===== src/hw/sew_pkg.sv =====
// constants and carrier types for the serial eeprom write front end
package sew_pkg;

  // ******************************
  // array organisation
  // ******************************
  localparam int unsigned PAGE_COUNT = 128;
  localparam int unsigned PAGE_BYTES = 16;
  localparam int unsigned ADDR_W     = 11;
  localparam int unsigned OFS_W      = 4;
  localparam int unsigned ROW_W      = ADDR_W - OFS_W;

  // ******************************
  // device address byte layout
  // ******************************
  localparam int unsigned DEV_TYPE_MSB = 7;
  localparam int unsigned DEV_TYPE_LSB = 4;
  localparam int unsigned DEV_HI_MSB   = 3;
  localparam int unsigned DEV_HI_LSB   = 1;
  localparam int unsigned DEV_RW_BIT   = 0;
  localparam int unsigned LAST_BIT     = 7;

  // ******************************
  // timing
  // ******************************
  localparam int unsigned CLK_MHZ     = 100;
  localparam int unsigned PROG_US     = 5000;
  localparam int unsigned PROG_CYCLES = PROG_US * CLK_MHZ;
  localparam int unsigned PCNT_W      = 32;

  // ******************************
  // carriers
  // ******************************
  typedef struct packed {
    logic [ADDR_W-1:0] addr;
    logic [7:0]        data;
  } sew_wr_t;

  typedef struct packed {
    logic start;
    logic stop;
    logic rise;
    logic fall;
  } sew_ev_t;

  typedef enum logic [2:0] {
    ST_IDLE,
    ST_DEVADR,
    ST_WORDADR,
    ST_DATA,
    ST_ACK,
    ST_IGNORE
  } sew_state_t;

endpackage


===== src/hw/sew_eeprom.sv =====
// serial eeprom two-wire addressing, write and program cycle logic
`timescale 1ns/100ps
// What this block does
// RULE_01: array is 128 pages of 16 bytes
// RULE_02: device address byte follows every start
// RULE_03: upper four bits must match type identifier
// RULE_04: address byte bits 3..1 are array bits 10..8
// RULE_05: bit 0 one reads, zero writes
// RULE_06: ack on match, not-ack on mismatch
// RULE_07: word address byte gives array bits 7..0
// RULE_08: host writes start, address, word, data
// RULE_09: ack three bytes; stop launches programming
// RULE_10: inputs ignored while programming runs
// RULE_11: page write takes up to 16 bytes
// RULE_12: host may send fifteen more data bytes
// RULE_13: only low four address bits increment
// RULE_14: in-page address wraps to page start
// RULE_15: no address ack during programming
// RULE_16: host polls with write address until ack
// RULE_17: no array access processed while programming
// RULE_18: write-protect high protects whole array
// RULE_19: protect sampled at stop, later ignored
// RULE_20: protected write acks, no programming cycle
// RULE_21: start and stop are data edges, clock high
// RULE_22: msb first, ack low on ninth clock
// RULE_23: mismatch returns idle until next start
// RULE_24: programming done returns to idle
// RULE_25: programming length is a build parameter
module sew_eeprom
  import sew_pkg::*;
#(
  parameter int unsigned PROG_LEN = PROG_CYCLES  // RULE_25
) (
  input  wire logic              mclk,
  input  wire logic              rst,
  input  wire logic              scl_i,
  input  wire logic              sda_i,
  output logic                   sda_o,
  output logic                   sda_oe,
  input  wire logic              wp_i,
  output logic                   prog_busy,
  output logic                   prog_we,
  output logic [ADDR_W-1:0]      prog_addr,
  output logic [7:0]             prog_data,
  output logic                   read_sel
);

  // ******************************
  // input synchronisers
  // ******************************
  logic [1:0] scl_s_q;
  logic [1:0] sda_s_q;
  logic [1:0] wp_s_q;
  logic       scl_d1_q;
  logic       sda_d1_q;

  // two flops per pin; only the second flop is read
  always_ff @(posedge mclk) begin
    if (rst) begin
      scl_s_q <= 2'h3;
      sda_s_q <= 2'h3;
      wp_s_q  <= 2'h0;
    end else begin
      scl_s_q <= {scl_s_q[0], scl_i};
      sda_s_q <= {sda_s_q[0], sda_i};
      wp_s_q  <= {wp_s_q[0], wp_i};
    end
  end

  // previous synchronised values for edge finding
  always_ff @(posedge mclk) begin
    if (rst) begin
      scl_d1_q <= 1'h1;
      sda_d1_q <= 1'h1;
    end else begin
      scl_d1_q <= scl_s_q[1];
      sda_d1_q <= sda_s_q[1];
    end
  end

  logic    scl_s;
  logic    sda_s;
  sew_ev_t ev;

  assign scl_s = scl_s_q[1];
  assign sda_s = sda_s_q[1];

  // bus conditions; clock must be high before and after
  always_comb begin
    ev.start = scl_s & scl_d1_q & sda_d1_q & ~sda_s;  // RULE_21
    ev.stop  = scl_s & scl_d1_q & ~sda_d1_q & sda_s;  // RULE_21
    ev.rise  = scl_s & ~scl_d1_q;
    ev.fall  = ~scl_s & scl_d1_q;
  end

  // ******************************
  // byte framing
  // ******************************
  sew_state_t  state_q;
  logic [2:0]  bit_q;
  logic [7:0]  shift_q;
  logic [7:0]  rx_byte;
  logic        byte_done;
  logic        ack_hold_q;
  sew_state_t  after_ack_q;

  // the byte is complete on the eighth rising clock
  assign rx_byte   = {shift_q[6:0], sda_s};
  assign byte_done = ev.rise && (bit_q == 3'(LAST_BIT));

  // match of the type identifier
  function automatic logic dev_match(input logic [7:0] b,
                                     input logic [3:0] id);
    dev_match = (b[DEV_TYPE_MSB:DEV_TYPE_LSB] == id);
  endfunction

  localparam logic [3:0] DEV_TYPE_ID = 4'h5;  // arbitrary neutral value

  // ******************************
  // program cycle
  // ******************************
  logic [PCNT_W-1:0] pcnt_q;
  logic              busy_q;
  logic              prot_q;

  // ******************************
  // addressing and page buffer
  // ******************************
  logic [ROW_W-1:0] row_q;
  logic [OFS_W-1:0] ofs_q;
  logic [7:0]       page_q [PAGE_BYTES];  // RULE_01
  logic [PAGE_BYTES-1:0] dirty_q;
  logic             have_data_q;
  logic             wr_sel_q;
  logic [OFS_W:0]   flush_q;
  logic             flushing_q;

  // bit counter and shifter, msb first
  always_ff @(posedge mclk) begin
    if (rst || ev.start) begin
      bit_q   <= 3'h0;
      shift_q <= 8'h00;
    end else if (ev.rise && state_q != ST_ACK) begin
      shift_q <= rx_byte;  // RULE_22
      bit_q   <= bit_q + 3'h1;
    end
  end

  // protocol state machine
  always_ff @(posedge mclk) begin
    if (rst) begin
      state_q     <= ST_IDLE;
      after_ack_q <= ST_IDLE;
      ack_hold_q  <= 1'h0;
      wr_sel_q    <= 1'h0;
      read_sel    <= 1'h0;
    end else if (busy_q || flushing_q) begin
      // deaf while programming; polling is not-acked by silence
      state_q    <= ST_IDLE;  // RULE_10 RULE_15 RULE_17
      ack_hold_q <= 1'h0;
    end else if (ev.start) begin
      state_q    <= ST_DEVADR;  // RULE_02
      ack_hold_q <= 1'h0;
      wr_sel_q   <= 1'h0;
    end else if (ev.stop) begin
      state_q    <= ST_IDLE;
      ack_hold_q <= 1'h0;
    end else begin
      unique case (state_q)
        ST_IDLE, ST_IGNORE: begin
          ack_hold_q <= 1'h0;
        end
        ST_DEVADR: begin
          if (byte_done) begin
            if (dev_match(rx_byte, DEV_TYPE_ID)) begin  // RULE_03
              state_q    <= ST_ACK;
              ack_hold_q <= 1'h1;  // RULE_06
              read_sel   <= rx_byte[DEV_RW_BIT];  // RULE_05
              wr_sel_q   <= ~rx_byte[DEV_RW_BIT];
              // reads are outside this block: go quiet after ack
              after_ack_q <= rx_byte[DEV_RW_BIT] ? ST_IGNORE
                                                 : ST_WORDADR;
            end else begin
              state_q <= ST_IGNORE;  // RULE_06 RULE_23
            end
          end
        end
        ST_WORDADR, ST_DATA: begin
          if (byte_done) begin
            state_q     <= ST_ACK;
            ack_hold_q  <= 1'h1;  // RULE_09 RULE_12 RULE_20
            after_ack_q <= ST_DATA;
          end
        end
        ST_ACK: begin
          // release after the falling edge ending the ninth clock
          if (ev.fall && !ack_hold_q) begin
            state_q <= after_ack_q;
          end
          if (ev.rise) begin
            ack_hold_q <= 1'h0;
          end
        end
      endcase
    end
  end

  // ack drive: pull low from fall after bit 8 until ninth clock ends
  always_ff @(posedge mclk) begin
    if (rst) begin
      sda_oe <= 1'h0;
    end else if (state_q == ST_ACK && ev.fall && ack_hold_q) begin
      sda_oe <= 1'h1;  // RULE_22
    end else if (state_q != ST_ACK || (ev.fall && !ack_hold_q)) begin
      sda_oe <= 1'h0;
    end
  end

  assign sda_o = 1'h0;  // open drain: only ever pulls low

  // address load and in-page increment
  always_ff @(posedge mclk) begin
    if (rst) begin
      row_q <= '0;
      ofs_q <= '0;
    end else if (!busy_q && !flushing_q) begin
      if (state_q == ST_DEVADR && byte_done) begin
        row_q[ROW_W-1 -: 3] <= rx_byte[DEV_HI_MSB:DEV_HI_LSB];  // RULE_04
      end else if (state_q == ST_WORDADR && byte_done) begin
        row_q[ROW_W-4:0] <= rx_byte[LAST_BIT:OFS_W];  // RULE_07
        ofs_q            <= rx_byte[OFS_W-1:0];  // RULE_07
      end else if (state_q == ST_DATA && byte_done) begin
        ofs_q <= ofs_q + 4'h1;  // RULE_13 RULE_14
      end
    end
  end

  // page buffer fill; a wrap overwrites earlier bytes of the page
  always_ff @(posedge mclk) begin
    if (rst) begin
      dirty_q     <= '0;
      have_data_q <= 1'h0;
    end else if (ev.start && !busy_q && !flushing_q) begin
      dirty_q     <= '0;
      have_data_q <= 1'h0;
    end else if (!busy_q && !flushing_q && state_q == ST_DATA
                 && byte_done) begin
      page_q[ofs_q]  <= rx_byte;  // RULE_11 RULE_14
      dirty_q[ofs_q] <= 1'h1;
      have_data_q    <= 1'h1;
    end else if (flushing_q && flush_q == 5'(PAGE_BYTES)) begin
      dirty_q     <= '0;
      have_data_q <= 1'h0;
    end
  end

  // protect sampled at the stop ending a write with data
  logic launch;
  assign launch = ev.stop && wr_sel_q && have_data_q
                  && !busy_q && !flushing_q;

  always_ff @(posedge mclk) begin
    if (rst) begin
      prot_q <= 1'h0;
    end else if (launch) begin
      prot_q <= wp_s_q[1];  // RULE_19
    end
  end

  // hand bytes to the array one per cycle, then time the cycle
  always_ff @(posedge mclk) begin
    if (rst) begin
      flushing_q <= 1'h0;
      flush_q    <= '0;
    end else if (launch && !wp_s_q[1]) begin
      flushing_q <= 1'h1;  // RULE_18 RULE_20
      flush_q    <= '0;
    end else if (flushing_q) begin
      if (flush_q == 5'(PAGE_BYTES)) begin
        flushing_q <= 1'h0;
      end else begin
        flush_q <= flush_q + 5'h1;
      end
    end
  end

  // array write port, registered
  always_ff @(posedge mclk) begin
    if (rst) begin
      prog_we   <= 1'h0;
      prog_addr <= '0;
      prog_data <= 8'h00;
    end else if (flushing_q && flush_q < 5'(PAGE_BYTES)
                 && dirty_q[flush_q[OFS_W-1:0]]) begin
      prog_we   <= 1'h1;  // RULE_11
      prog_addr <= {row_q, flush_q[OFS_W-1:0]};
      prog_data <= page_q[flush_q[OFS_W-1:0]];
    end else begin
      prog_we <= 1'h0;
    end
  end

  // self-timed cycle counter
  always_ff @(posedge mclk) begin
    if (rst) begin
      busy_q <= 1'h0;
      pcnt_q <= '0;
    end else if (flushing_q && flush_q == 5'(PAGE_BYTES)) begin
      busy_q <= 1'h1;  // RULE_09
      pcnt_q <= PCNT_W'(PROG_LEN);  // RULE_25
    end else if (busy_q) begin
      if (pcnt_q <= PCNT_W'(1)) begin
        busy_q <= 1'h0;  // RULE_24
      end else begin
        pcnt_q <= pcnt_q - PCNT_W'(1);
      end
    end
  end

  assign prog_busy = busy_q | flushing_q;

endmodule // sew_eeprom


===== config.mk =====
export PLATFORM = sky130hd
export DESIGN_NAME = sew_eeprom
export DESIGN_NICKNAME = d
export VERILOG_FILES = /design/src/hw/sew_pkg.sv /design/src/hw/sew_eeprom.sv
export SDC_FILE = /design/constraint.sdc
export NUM_CORES = 1
export LEC_CHECK = 0
export BUFFER_PORTS_ARGS = -buffer_cell sky130_fd_sc_hd__buf_2
export CORE_ASPECT_RATIO = 1.4
export CORE_MARGIN = 2
export CORE_UTILIZATION = 40
export CTS_CLUSTER_DIAMETER = 80
export CTS_CLUSTER_SIZE = 12
export DETAILED_ROUTE_END_ITERATION = 6
export PLACE_DENSITY = 0.53
export SYNTH_ARGS = -nofsm -noshare
export SYNTH_HDL_FRONTEND = slang
export SYNTH_SLANG_ARGS = --single-unit

===== constraint.sdc =====
create_clock -name mclk -period 4.3 [get_ports mclk]
set_input_delay 0.43 -clock mclk [delete_from_list [all_inputs] [get_ports mclk]]
set_output_delay 0.43 -clock mclk [all_outputs]
set_load 0.01 [all_outputs]

======== Word-level counts from Yosys, hierarchy flattened ========
Memory sizes are Yosys's and may differ from the RTL's. A register that Yosys moved wholly into a read port is not among the register bits.
Cells that the tools add are included.
word-level totals
  logic and storage cells ................. 181
  flip-flop bits (word level) ............. 107
  output and inout port bits .............. 24
  memory bits (writable) .................. 128
  input bits .............................. 5
  memories kept ........................... 1
memory list
  memory  depth  bits a word  read ports  clocked after Yosys merged registers in  write ports  line               RTL
  page_q  16     8            1           1                                        1            sew_eeprom.sv:131  logic [7:0] page_q [PAGE_BYTES];
cells by class
  mux-type cells .......................... 48
  bitwise gates (word level) .............. 19
  equal/unequal tests ..................... 19
  $lt $le $gt $ge ......................... 5
  add/subtract/negate cells ............... 4
  reductions and logical operators ........ 59
operators with widths
  operator                                                          number
  2-to-1 mux 19 bit                                                 3
  less-or-equal comparator 32 x 1 -> 1 bit (second input constant)  1
  2-to-1 mux 16 bit                                                 2
  subtractor 32 x 1 -> 32 bit (second input constant)               1
  2-to-1 mux 1 bit                                                  29
  logical AND 1 bit                                                 22
  2-to-1 mux 3 bit                                                  7
  OR 16 bit                                                         1
  nonzero test 2 bit                                                8
  != test 2 bit (second input constant)                             6
  != test 4 bit (second input constant)                             3
  AND reduction 4 bit                                               3
  OR reduction 2 bit                                                6
  less-than comparator 4 x 5 -> 1 bit (second input constant)       2
  inverter 1 bit                                                    10
  equality test 3 bit (second input constant)                       3
  case mux 3 bit (3 select lines)                                   1
  2-to-1 mux 4 bit                                                  2
  AND reduction 2 bit                                               4
  AND 1 bit                                                         7
  AND reduction 7 bit                                               1
  equality test 3 x 2 -> 1 bit (second input constant)              2
  case mux 3 bit (2 select lines)                                   1
  AND reduction 3 bit                                               2
  other kinds (22)                                                  27

======== Longest topological paths before layout ========
Gate-level depths: netlist of the first run.
  depth in word-level cells ............... 9
  depth in mapped cells ................... 10

======== Worst setup path after synthesis of the first run ========
Ideal clock, no wire load.
  kind .................................... flip-flop to flip-flop
  start point ............................. register busy_q
  end point ............................... memory page_q[3][0], enable pin
  stages on the path, launching flop included .. 8
  setup slack ............................. 1.622 ns
  library setup time ...................... 0.383 ns
  path buffers ............................ 2
  arrival time ............................ 2.294 ns
  cell sequence ........................... dfxtp_1 -> buf_2 -> or2_2 -> clkbuf_1 -> nor4_1 -> and2_1 -> nand2_1 -> nor3_1
on the way
  longest elaborated chain between the ends .. 8
  elaborated cells on any way between the ends .. 10
  those cells by class .................... mux: 4; reduce/logical: 6
RTL lines
  what                                        line                                  RTL
  start, declared                             sew_eeprom.sv:123                     logic busy_q;
  start signal, assigned                      sew_eeprom.sv:306                     busy_q <= 1'h0;
  start signal, assigned                      sew_eeprom.sv:309                     busy_q <= 1'h1;
  start signal, assigned                      sew_eeprom.sv:313                     busy_q <= 1'h0;
  logical NOT 1 bit (*)                       sew_eeprom.sv:243, sew_eeprom.sv:246
  logical AND 1 bit (2 in series)             sew_eeprom.sv:246                     end else if (!busy_q && !flushing_q && state_q == ST_DATA
  logical AND 1 bit                           sew_eeprom.sv:247                     && byte_done) begin
  2-to-1 mux 1 bit                            sew_eeprom.sv:246
  2-to-1 mux 1 bit (*)                        sew_eeprom.sv:243                     end else if (ev.start && !busy_q && !flushing_q) begin
  2-to-1 mux 1 bit (*)                        sew_eeprom.sv:240                     if (rst) begin
  2-to-1 mux 1 bit (implied by the code) (*)  sew_eeprom.sv:248                     page_q[ofs_q] <= rx_byte;
  end, declared                               sew_eeprom.sv:131
Every way passes the cells marked *; elsewhere a longest branch is shown, timed or not.

======== Final worst setup path of the first run ========
  start point ............................. register bit_q[0]
  end point ............................... memory page_q[2][3], enable pin
on the way
  longest elaborated chain between the ends .. 7
RTL lines
  what                                    line               RTL
  start, declared                         sew_eeprom.sv:100  logic [2:0] bit_q;
  start signal, assigned                  sew_eeprom.sv:145  bit_q <= bit_q + 3'h1;
  equality test 3 bit                     sew_eeprom.sv:109  assign byte_done = ev.rise && (bit_q == 3'(LAST_BIT));
  logical AND 1 bit                       sew_eeprom.sv:109
  logical AND 1 bit                       sew_eeprom.sv:247
  2-to-1 mux 1 bit                        sew_eeprom.sv:246
  2-to-1 mux 1 bit                        sew_eeprom.sv:243
  2-to-1 mux 1 bit                        sew_eeprom.sv:240
  2-to-1 mux 1 bit (implied by the code)  sew_eeprom.sv:248
Every way passes these cells.

==> flow_summary_export.csv, run 1 <==
group,metric,value,unit
synthesis,synth_top_family_by_area,"simple AND/OR/NAND/NOR gates",
floorplan,num_io_pins,29,
grt,grt_max_degree,54,
route,routedWlPerCell,20.0,um
cts,htreeDepth,1,
power,seqPwrFrac,55.8,%
timing,hold_viol_final,0,
floorplan,die_h,191,um
run_status,outcome,"finished, final reports clean",
timing,period_minus_slack,3.24,ns
cts,clockRootBuffer,"clkbuf_16",
cts,clk_pin_slew,0.06,ns
grt,antenna_found_initial,0,
cts,cts_sinks,243,
synthesis,syn_nets,827,
cells_and_area,fillers,2294,
cells_and_area,area_growth,10.7,%
power,p_int,3.50,mW
route,drtIter0Drc,298,
synthesis,netlist_area,10000,sq um
synthesis,synth_edf_count,128,
timing,tightestPinTransition,1.13,ns
synthesis,ys_seq_area_share,61.2,%
synthesis,synth-seq-cells,243,
worst_setup_path,crit_required,4.43,ns
cts,postCtsSetupRepairBufs,0,
place,place_congestion,0.833,
place,dp_hpwl,15.5,mm
synthesis,ys_warn_count,0,
floorplan,die_w,138,um
worst_setup_path,critical_path_class,"register to register",
synthesis,synth-compound-area-share,10.9,%
cts,cts_buffers,24,
timing,skew,0.0180,ns
timing,relSlewSlack,24.0,%
synthesis,synth_cell_types,65,
timing,setup_tns,0,ns
flow_run,maxCapViolations,0,
synthesis,avgSynthCellArea,12.4,sq um
route,viasPerCell,5.67,
floorplan,coreArea,24700,sq um
synthesis,synthAdderAreaFrac,1.25,%
synthesis,synth_area_leaders,"edfxtp_1, dfxtp_1, mux4_2",
grt,grt.overflow.total,0,
synthesis,synth.top_cell.area_share,38.3,%
synthesis,synth_xor_area_share,0.698,%
timing,setup_viol,0,
route,drc,0,
power,p_comb_share,1.0,%
timing,maxSlewViolCount,0,
synthesis,synthCells,812,
grt,grt_pass1_wl,36.4,mm
cells_and_area,seq_area,6150,sq um
cts,post_cts_resized,0,
worst_setup_path,critPathCaptureType,"register",
synthesis,synth_top_area_cell,"edfxtp_1",
power,power_switching,0.850,mW
route,firstDrtPassIters,4,
cts,cts_tree,"built",
synthesis,muxShareOfSynthArea,9.77,%
timing,timing.final.crit_share,75.3,%
cts,clk_latency,0.51,ns
floorplan,start_util,40.7,%
power,p_per_area,392,nW/um^2
timing,fmax,309,MHz
timing,worst_slack,1.06,ns
synthesis,yosys.area_share.simple,13.7,%
power,sw_frac_of_total,19.5,%
place,io_buffers,27,
synthesis,synth_most_common_cell,"edfxtp_1",
synthesis,ys.flop_type,"edfxtp_1",
floorplan,dieArea,26400,sq um
place,dp_slack,1.04,ns
route,vias,6524,
route,drt.antenna.violating_nets,0,
worst_setup_path,arrival,3.37,ns
cells_and_area,drive_gt1_share,14.7,%
worst_setup_path,critPathMaxFanout,8,
cells_and_area,final_nets,837,
cells_and_area,multi_input_area,3650,sq um
power,leakage,3.76,nW
grt,first_global_vias,6677,
cells_and_area,num_antenna_cells,0,
cts,clockBufferDepth,3,
cts,hold_buffers,0,
floorplan,rows,68,
timing,rsz0062_at_grt,"false",
worst_hold_path,hold_path.class,"input port to register",
power,clkPwrFrac,43.2,%
synthesis,synthTopCellsByCount,"edfxtp_1, dfxtp_1, nor2_1",
grt,groute.usage.overall,17.9,%
power,vdd_drop_max,0.267,mV
route,wl,23.1,mm
synthesis,ys_async_sr_fraction,0,%
worst_setup_path,start_kind,"register",
-- stage by stage --
step           cell area (sq um)  instances  util [%]  power [mW]  hold WS, ns
2_1_floorplan              10000        812         -        2.51        0.389
4_1_cts                    11100       1150      45.0        4.41       0.0902
6_report                   11100       1150      45.0        4.35        0.107
5_1_grt                    11100       1150      45.0        4.51       0.0956
3_3_place_gp               10400       1111      42.3        2.52        0.395
3_5_place_dp               10400       1111      42.3        2.52        0.395
-- worst max-delay path: stages, from the launching register on --
cell and delay (ns):
dfxtp_1 0.35, ha_1 0.16, ha_1 0.17, nand4bb_1 0.20, nor4_1 0.67, and2_1 0.32, nand2_1 0.18, nor3_1 0.83
-- layout by cell type, fill, tap and decap left out, types with 21 or more instances in the layout --
cell type    n
or4_1       21
buf_2       27
nand2_1     31
dfxtp_1    113
a21oi_1     61
o21ai_0     31
edfxtp_1   128
clkbuf_16   25
nor2_1      80
mux4_2      32
mux2i_1     26
nand3_1     22
-- cell type report --
type / instances / area share (%)
Multi-Input combinational cell: 506 / 32.8
Tap cell: 315 / 3.55
Timing Repair Buffer: 35 / 1.76
Clock buffer: 38 / 6.07
Sequential cell: 243 / 55.3
Inverter: 12 / 0.405
Clock inverter: 1 / 0.101
-- kinds of logic (layout without fill, tap and decap cells) --
kind of cell,count (synthesis),count (layout)
adders and majority gates,10,10
xor gates and xnor gates,8,8
AOI/OAI and AO/OA,173,173
muxes,58,58
buffers and inverters,63,86
other,1,1
and+or+nand+nor,256,256
DFF,243,243
-- power groups by stage --
stage | logic (mW) | registers [mW] | clock network (mW)
finish | 0.0419 | 2.43 | 1.88
global placement | 0.0412 | 2.48 | 0
detailed placement | 0.0424 | 2.48 | 0
CTS | 0.0426 | 2.43 | 1.94
global route | 0.0465 | 2.43 | 2.03
floorplan | 0.0302 | 2.48 | 0
-- final timing paths --
kind,to,slack [ns],cells after the start,startpoint
max,page_q[2][3]$_DFFE_PP_,1.06,7,bit_q[0]$_SDFFE_PP0P_
min,sda_s_q[0]$_SDFF_PP1_,0.11,2,sda_i
max reg2reg,page_q[2][3]$_DFFE_PP_,1.06,7,bit_q[0]$_SDFFE_PP0P_
min reg2reg,sda_s_q[1]$_SDFF_PP1_,0.41,1,sda_s_q[0]$_SDFF_PP1_
-- state kept, by name, indices dropped and copies added (netlist names), 4 cells and up --
name       cells
dirty_q       16
flush_q        5
ofs_q          4
page_q       128
pcnt_q        32
prog_addr     11
prog_data      8
row_q          7
shift_q        7
-- metal layers --
metal / wire length (um) / vias to the layer above / GRT usage (%)
met5: 0 / - / 0
met4: 771 / 0 / 6.48
li1: - / 3113 / -
met1: 8960 / 3251 / 19.9
met3: 779 / 41 / 2.47
met2: 12500 / 119 / 34.0
No activity file was read; power rests on OpenSTA's default activity.
==> run 2, diff against run 1 <==
--- a/config.mk
+++ b/config.mk
@@ -5,6 +5,7 @@
 export SDC_FILE = /design/constraint.sdc
 export NUM_CORES = 1
 export LEC_CHECK = 0
+export ABC_AREA = 1
 export BUFFER_PORTS_ARGS = -buffer_cell sky130_fd_sc_hd__buf_2
 export CORE_ASPECT_RATIO = 1.4
 export CORE_MARGIN = 2
@@ -12,7 +13,7 @@
 export CTS_CLUSTER_DIAMETER = 80
 export CTS_CLUSTER_SIZE = 12
 export DETAILED_ROUTE_END_ITERATION = 6
-export PLACE_DENSITY = 0.53
+export PLACE_DENSITY = 0.55
 export SYNTH_ARGS = -nofsm -noshare
 export SYNTH_HDL_FRONTEND = slang
 export SYNTH_SLANG_ARGS = --single-unit
==> constraint.sdc (replaced) <==
create_clock -name mclk -period 2.7 [get_ports mclk]
set_input_delay 0.27 -clock mclk [delete_from_list [all_inputs] [get_ports mclk]]
set_output_delay 0.27 -clock mclk [all_outputs]
set_load 0.01 [all_outputs]
==> run 2 against run 1 <==
  * Final cell count increased by 47%
  * Sequential cell count unchanged
  * Global-route usage increased by 1.3 points
  * Clock-buffer cell count increased by 2
  * First-iteration DRC count increased by 34%
  * Critical endpoint is now page_q[3][5]$_DFFE_PP_
  * Largest cell class unchanged
==> flow_summary_export.csv, run 2 <==
group,metric,value,unit
floorplan,dieArea,28500,sq um
route,routedWlPerCell,15.9,um
cells_and_area,top_register,"page_q",
grt,groute.usage.overall,19.2,%
worst_setup_path,critPathCaptureType,"register",
flow_run,maxCapViolations,0,
timing,rsz0062_at_grt,"false",
cts,cts_buffers,24,
timing,maxSlewViolCount,0,
synthesis,ys.flop_type,"edfxtp_1",
power,power_switching,1.45,mW
grt,grt_max_degree,76,
grt,met3_usage,2.25,%
route,firstDrtPassIters,4,
power,p_total,7.07,mW
grt,grt.overflow.total,0,
synthesis,ys_async_sr_fraction,0,%
floorplan,rows,71,
cells_and_area,final_nets,1326,
route,viasPerCell,4.93,
synthesis,ys_seq_area_share,56.5,%
cts,clockBufferDepth,3,
power,p_per_area,580,nW/um^2
worst_setup_path,critical_path_class,"register to register",
timing,period_minus_slack,2.19,ns
cts,post_cts_resized,0,
cells_and_area,area_growth,12.1,%
timing,hold_viol_final,0,
cells_and_area,seq_area,6150,sq um
synthesis,avgSynthCellArea,8.58,sq um
cells_and_area,layout_common_cells,"nor2_1, nand2_1, edfxtp_1",
grt,grt_pass1_wl,43.3,mm
worst_setup_path,start_kind,"register",
cts,cts_sinks,243,
run_status,outcome,"finished, final reports clean",
synthesis,ys_warn_count,0,
cells_and_area,utilization,45.4,%
power,vdd_drop_max,0.524,mV
grt,gr-usage-met2,34.6,%
synthesis,netlist_area,10900,sq um
cells_and_area,final_common_cell,"nor2_1",
place,io_buffers,27,
place,dpl_cell_area,11500,sq um
route,drc,0,
power,sw_frac_of_total,20.5,%
grt,antenna_found_initial,0,
grt,first_global_vias,8198,
timing,setup_viol,0,
power,leakage,4.97,nW
grt,grt-busiest-layer,"met2",
synthesis,synthTopCellsByCount,"nor2_1, nand2_1, edfxtp_1",
grt,use_met1,24.4,%
timing,setup_tns,0,ns
route,drt.antenna.violating_nets,0,
synthesis,synth_area_leaders,"edfxtp_1, dfxtp_1, nor2_1",
cts,clockRootBuffer,"clkbuf_16",
synthesis,synth_cell_types,42,
cells_and_area,fillers,2731,
floorplan,die_w,143,um
worst_setup_path,arrival,2.42,ns
cts,postCtsSetupRepairBufs,0,
synthesis,synthCells,1267,
synthesis,synth-seq-cells,243,
cts,hold_buffers,3,
cts,cts_tree,"built",
cts,clk_pin_slew,0.06,ns
cells_and_area,drive_gt1_share,10.0,%
cells_and_area,multi_input_area,4060,sq um
worst_setup_path,critPathMaxFanout,18,
timing,timing.final.crit_share,81.1,%
cts,htreeDepth,1,
cells_and_area,reg_top3,"page_q: 128 flops, pcnt_q: 32 flops, dirty_q: 16 flops",
floorplan,start_util,40.5,%
worst_setup_path,crit_required,2.93,ns
floorplan,coreArea,26800,sq um
synthesis,synth_edf_count,128,
synthesis,synth_most_common_cell,"nor2_1",
power,p_comb_share,1.6,%
synthesis,syn_nets,1282,
synthesis,synth_top_area_cell,"edfxtp_1",
place,dp_hpwl,18.0,mm
timing,fmax,457,MHz
place,place_congestion,0.842,
cells_and_area,final_cell_area,12200,sq um
cells_and_area,num_antenna_cells,0,
route,vias,8330,
power,p_int,5.62,mW
cells_and_area,largest_reg_flops,128,
floorplan,die_h,199,um
synthesis,synth.top_cell.area_share,35.3,%
route,drtIter0Drc,398,
cts,clk_latency,0.52,ns
timing,skew,0.0183,ns
worst_hold_path,hold_path.class,"input port to register",
timing,tightestPinTransition,0.770,ns
floorplan,num_io_pins,29,
power,seqPwrFrac,54.9,%
timing,relSlewSlack,48.5,%
power,clkPwrFrac,43.5,%
route,wl,26.8,mm
==> run 2: cells by family after synthesis <==
group	synth area share, %
buffers and inverters	6.21
AOI/OAI and AO/OA	8.70
and+or+nand+nor	25.5
adders and majority gates	1.15
xor gates and xnor gates	1.93
other	0.0345
DFF	56.5
==> run 2: path summary, 6_finish.rpt <==
path                         startpoint                      to  slack, ns  cells past startpoint
setup / recovery  bit_q[0]$_SDFFE_PP0P_  page_q[3][5]$_DFFE_PP_       0.51                      9
hold / removal                      rst    wp_s_q[1]$_SDFF_PP0_       0.15                      2
setup reg to reg  bit_q[0]$_SDFFE_PP0P_  page_q[3][5]$_DFFE_PP_       0.51                      9
hold reg to reg    wp_s_q[0]$_SDFF_PP0_    wp_s_q[1]$_SDFF_PP0_       0.41                      2
==> run 2: layout make-up <==
type,instances,area share [%]
clock buffers,40,5.59
clock inverters,1,0.0924
inverters,99,3.06
multi-input cells,875,33.3
flip-flops and latches,243,50.4
well taps,365,3.75
repair buffers,68,3.80
==> run 2: worst max-delay path, stage by stage (launching register included) <==
cell	delay, ns
dfxtp_1	0.35
ha_1	0.16
ha_1	0.18
nand2_2	0.11
nor3_4	0.15
nand2_2	0.07
clkinv_2	0.20
nand2_4	0.19
nor4_1	0.30
buf_4	0.21
==> run 2: power groups by stage <==
stage               clock, mW  combinational (mW)  sequential (mW)
floorplan                   0              0.0608             3.97
global placement            0               0.114             3.96
detailed placement          0               0.115             3.96
CTS                      3.17               0.118             3.88
global route             3.30               0.130             3.88
finish                   3.08               0.115             3.88
==> run 2: per-stage QoR <==
step | setup slack [ns] | hold WS (ns) | instances
3_5_place_dp | 0.540 | 0.393 | 1647
5_1_grt | 0.325 | 0.167 | 1691
2_1_floorplan | 0.252 | 0.374 | 1267
3_3_place_gp | 0.505 | 0.392 | 1647
4_1_cts | 0.510 | 0.129 | 1691
6_report | 0.511 | 0.147 | 1691
==> run 2: layer usage <==
layer	vias up	wire, um	part of all wire, %
met5	-	0	0
met4	0	573	2.1
met3	43	964	3.6
met2	123	13500	50
met1	3928	11800	44
li1	4236	-	-
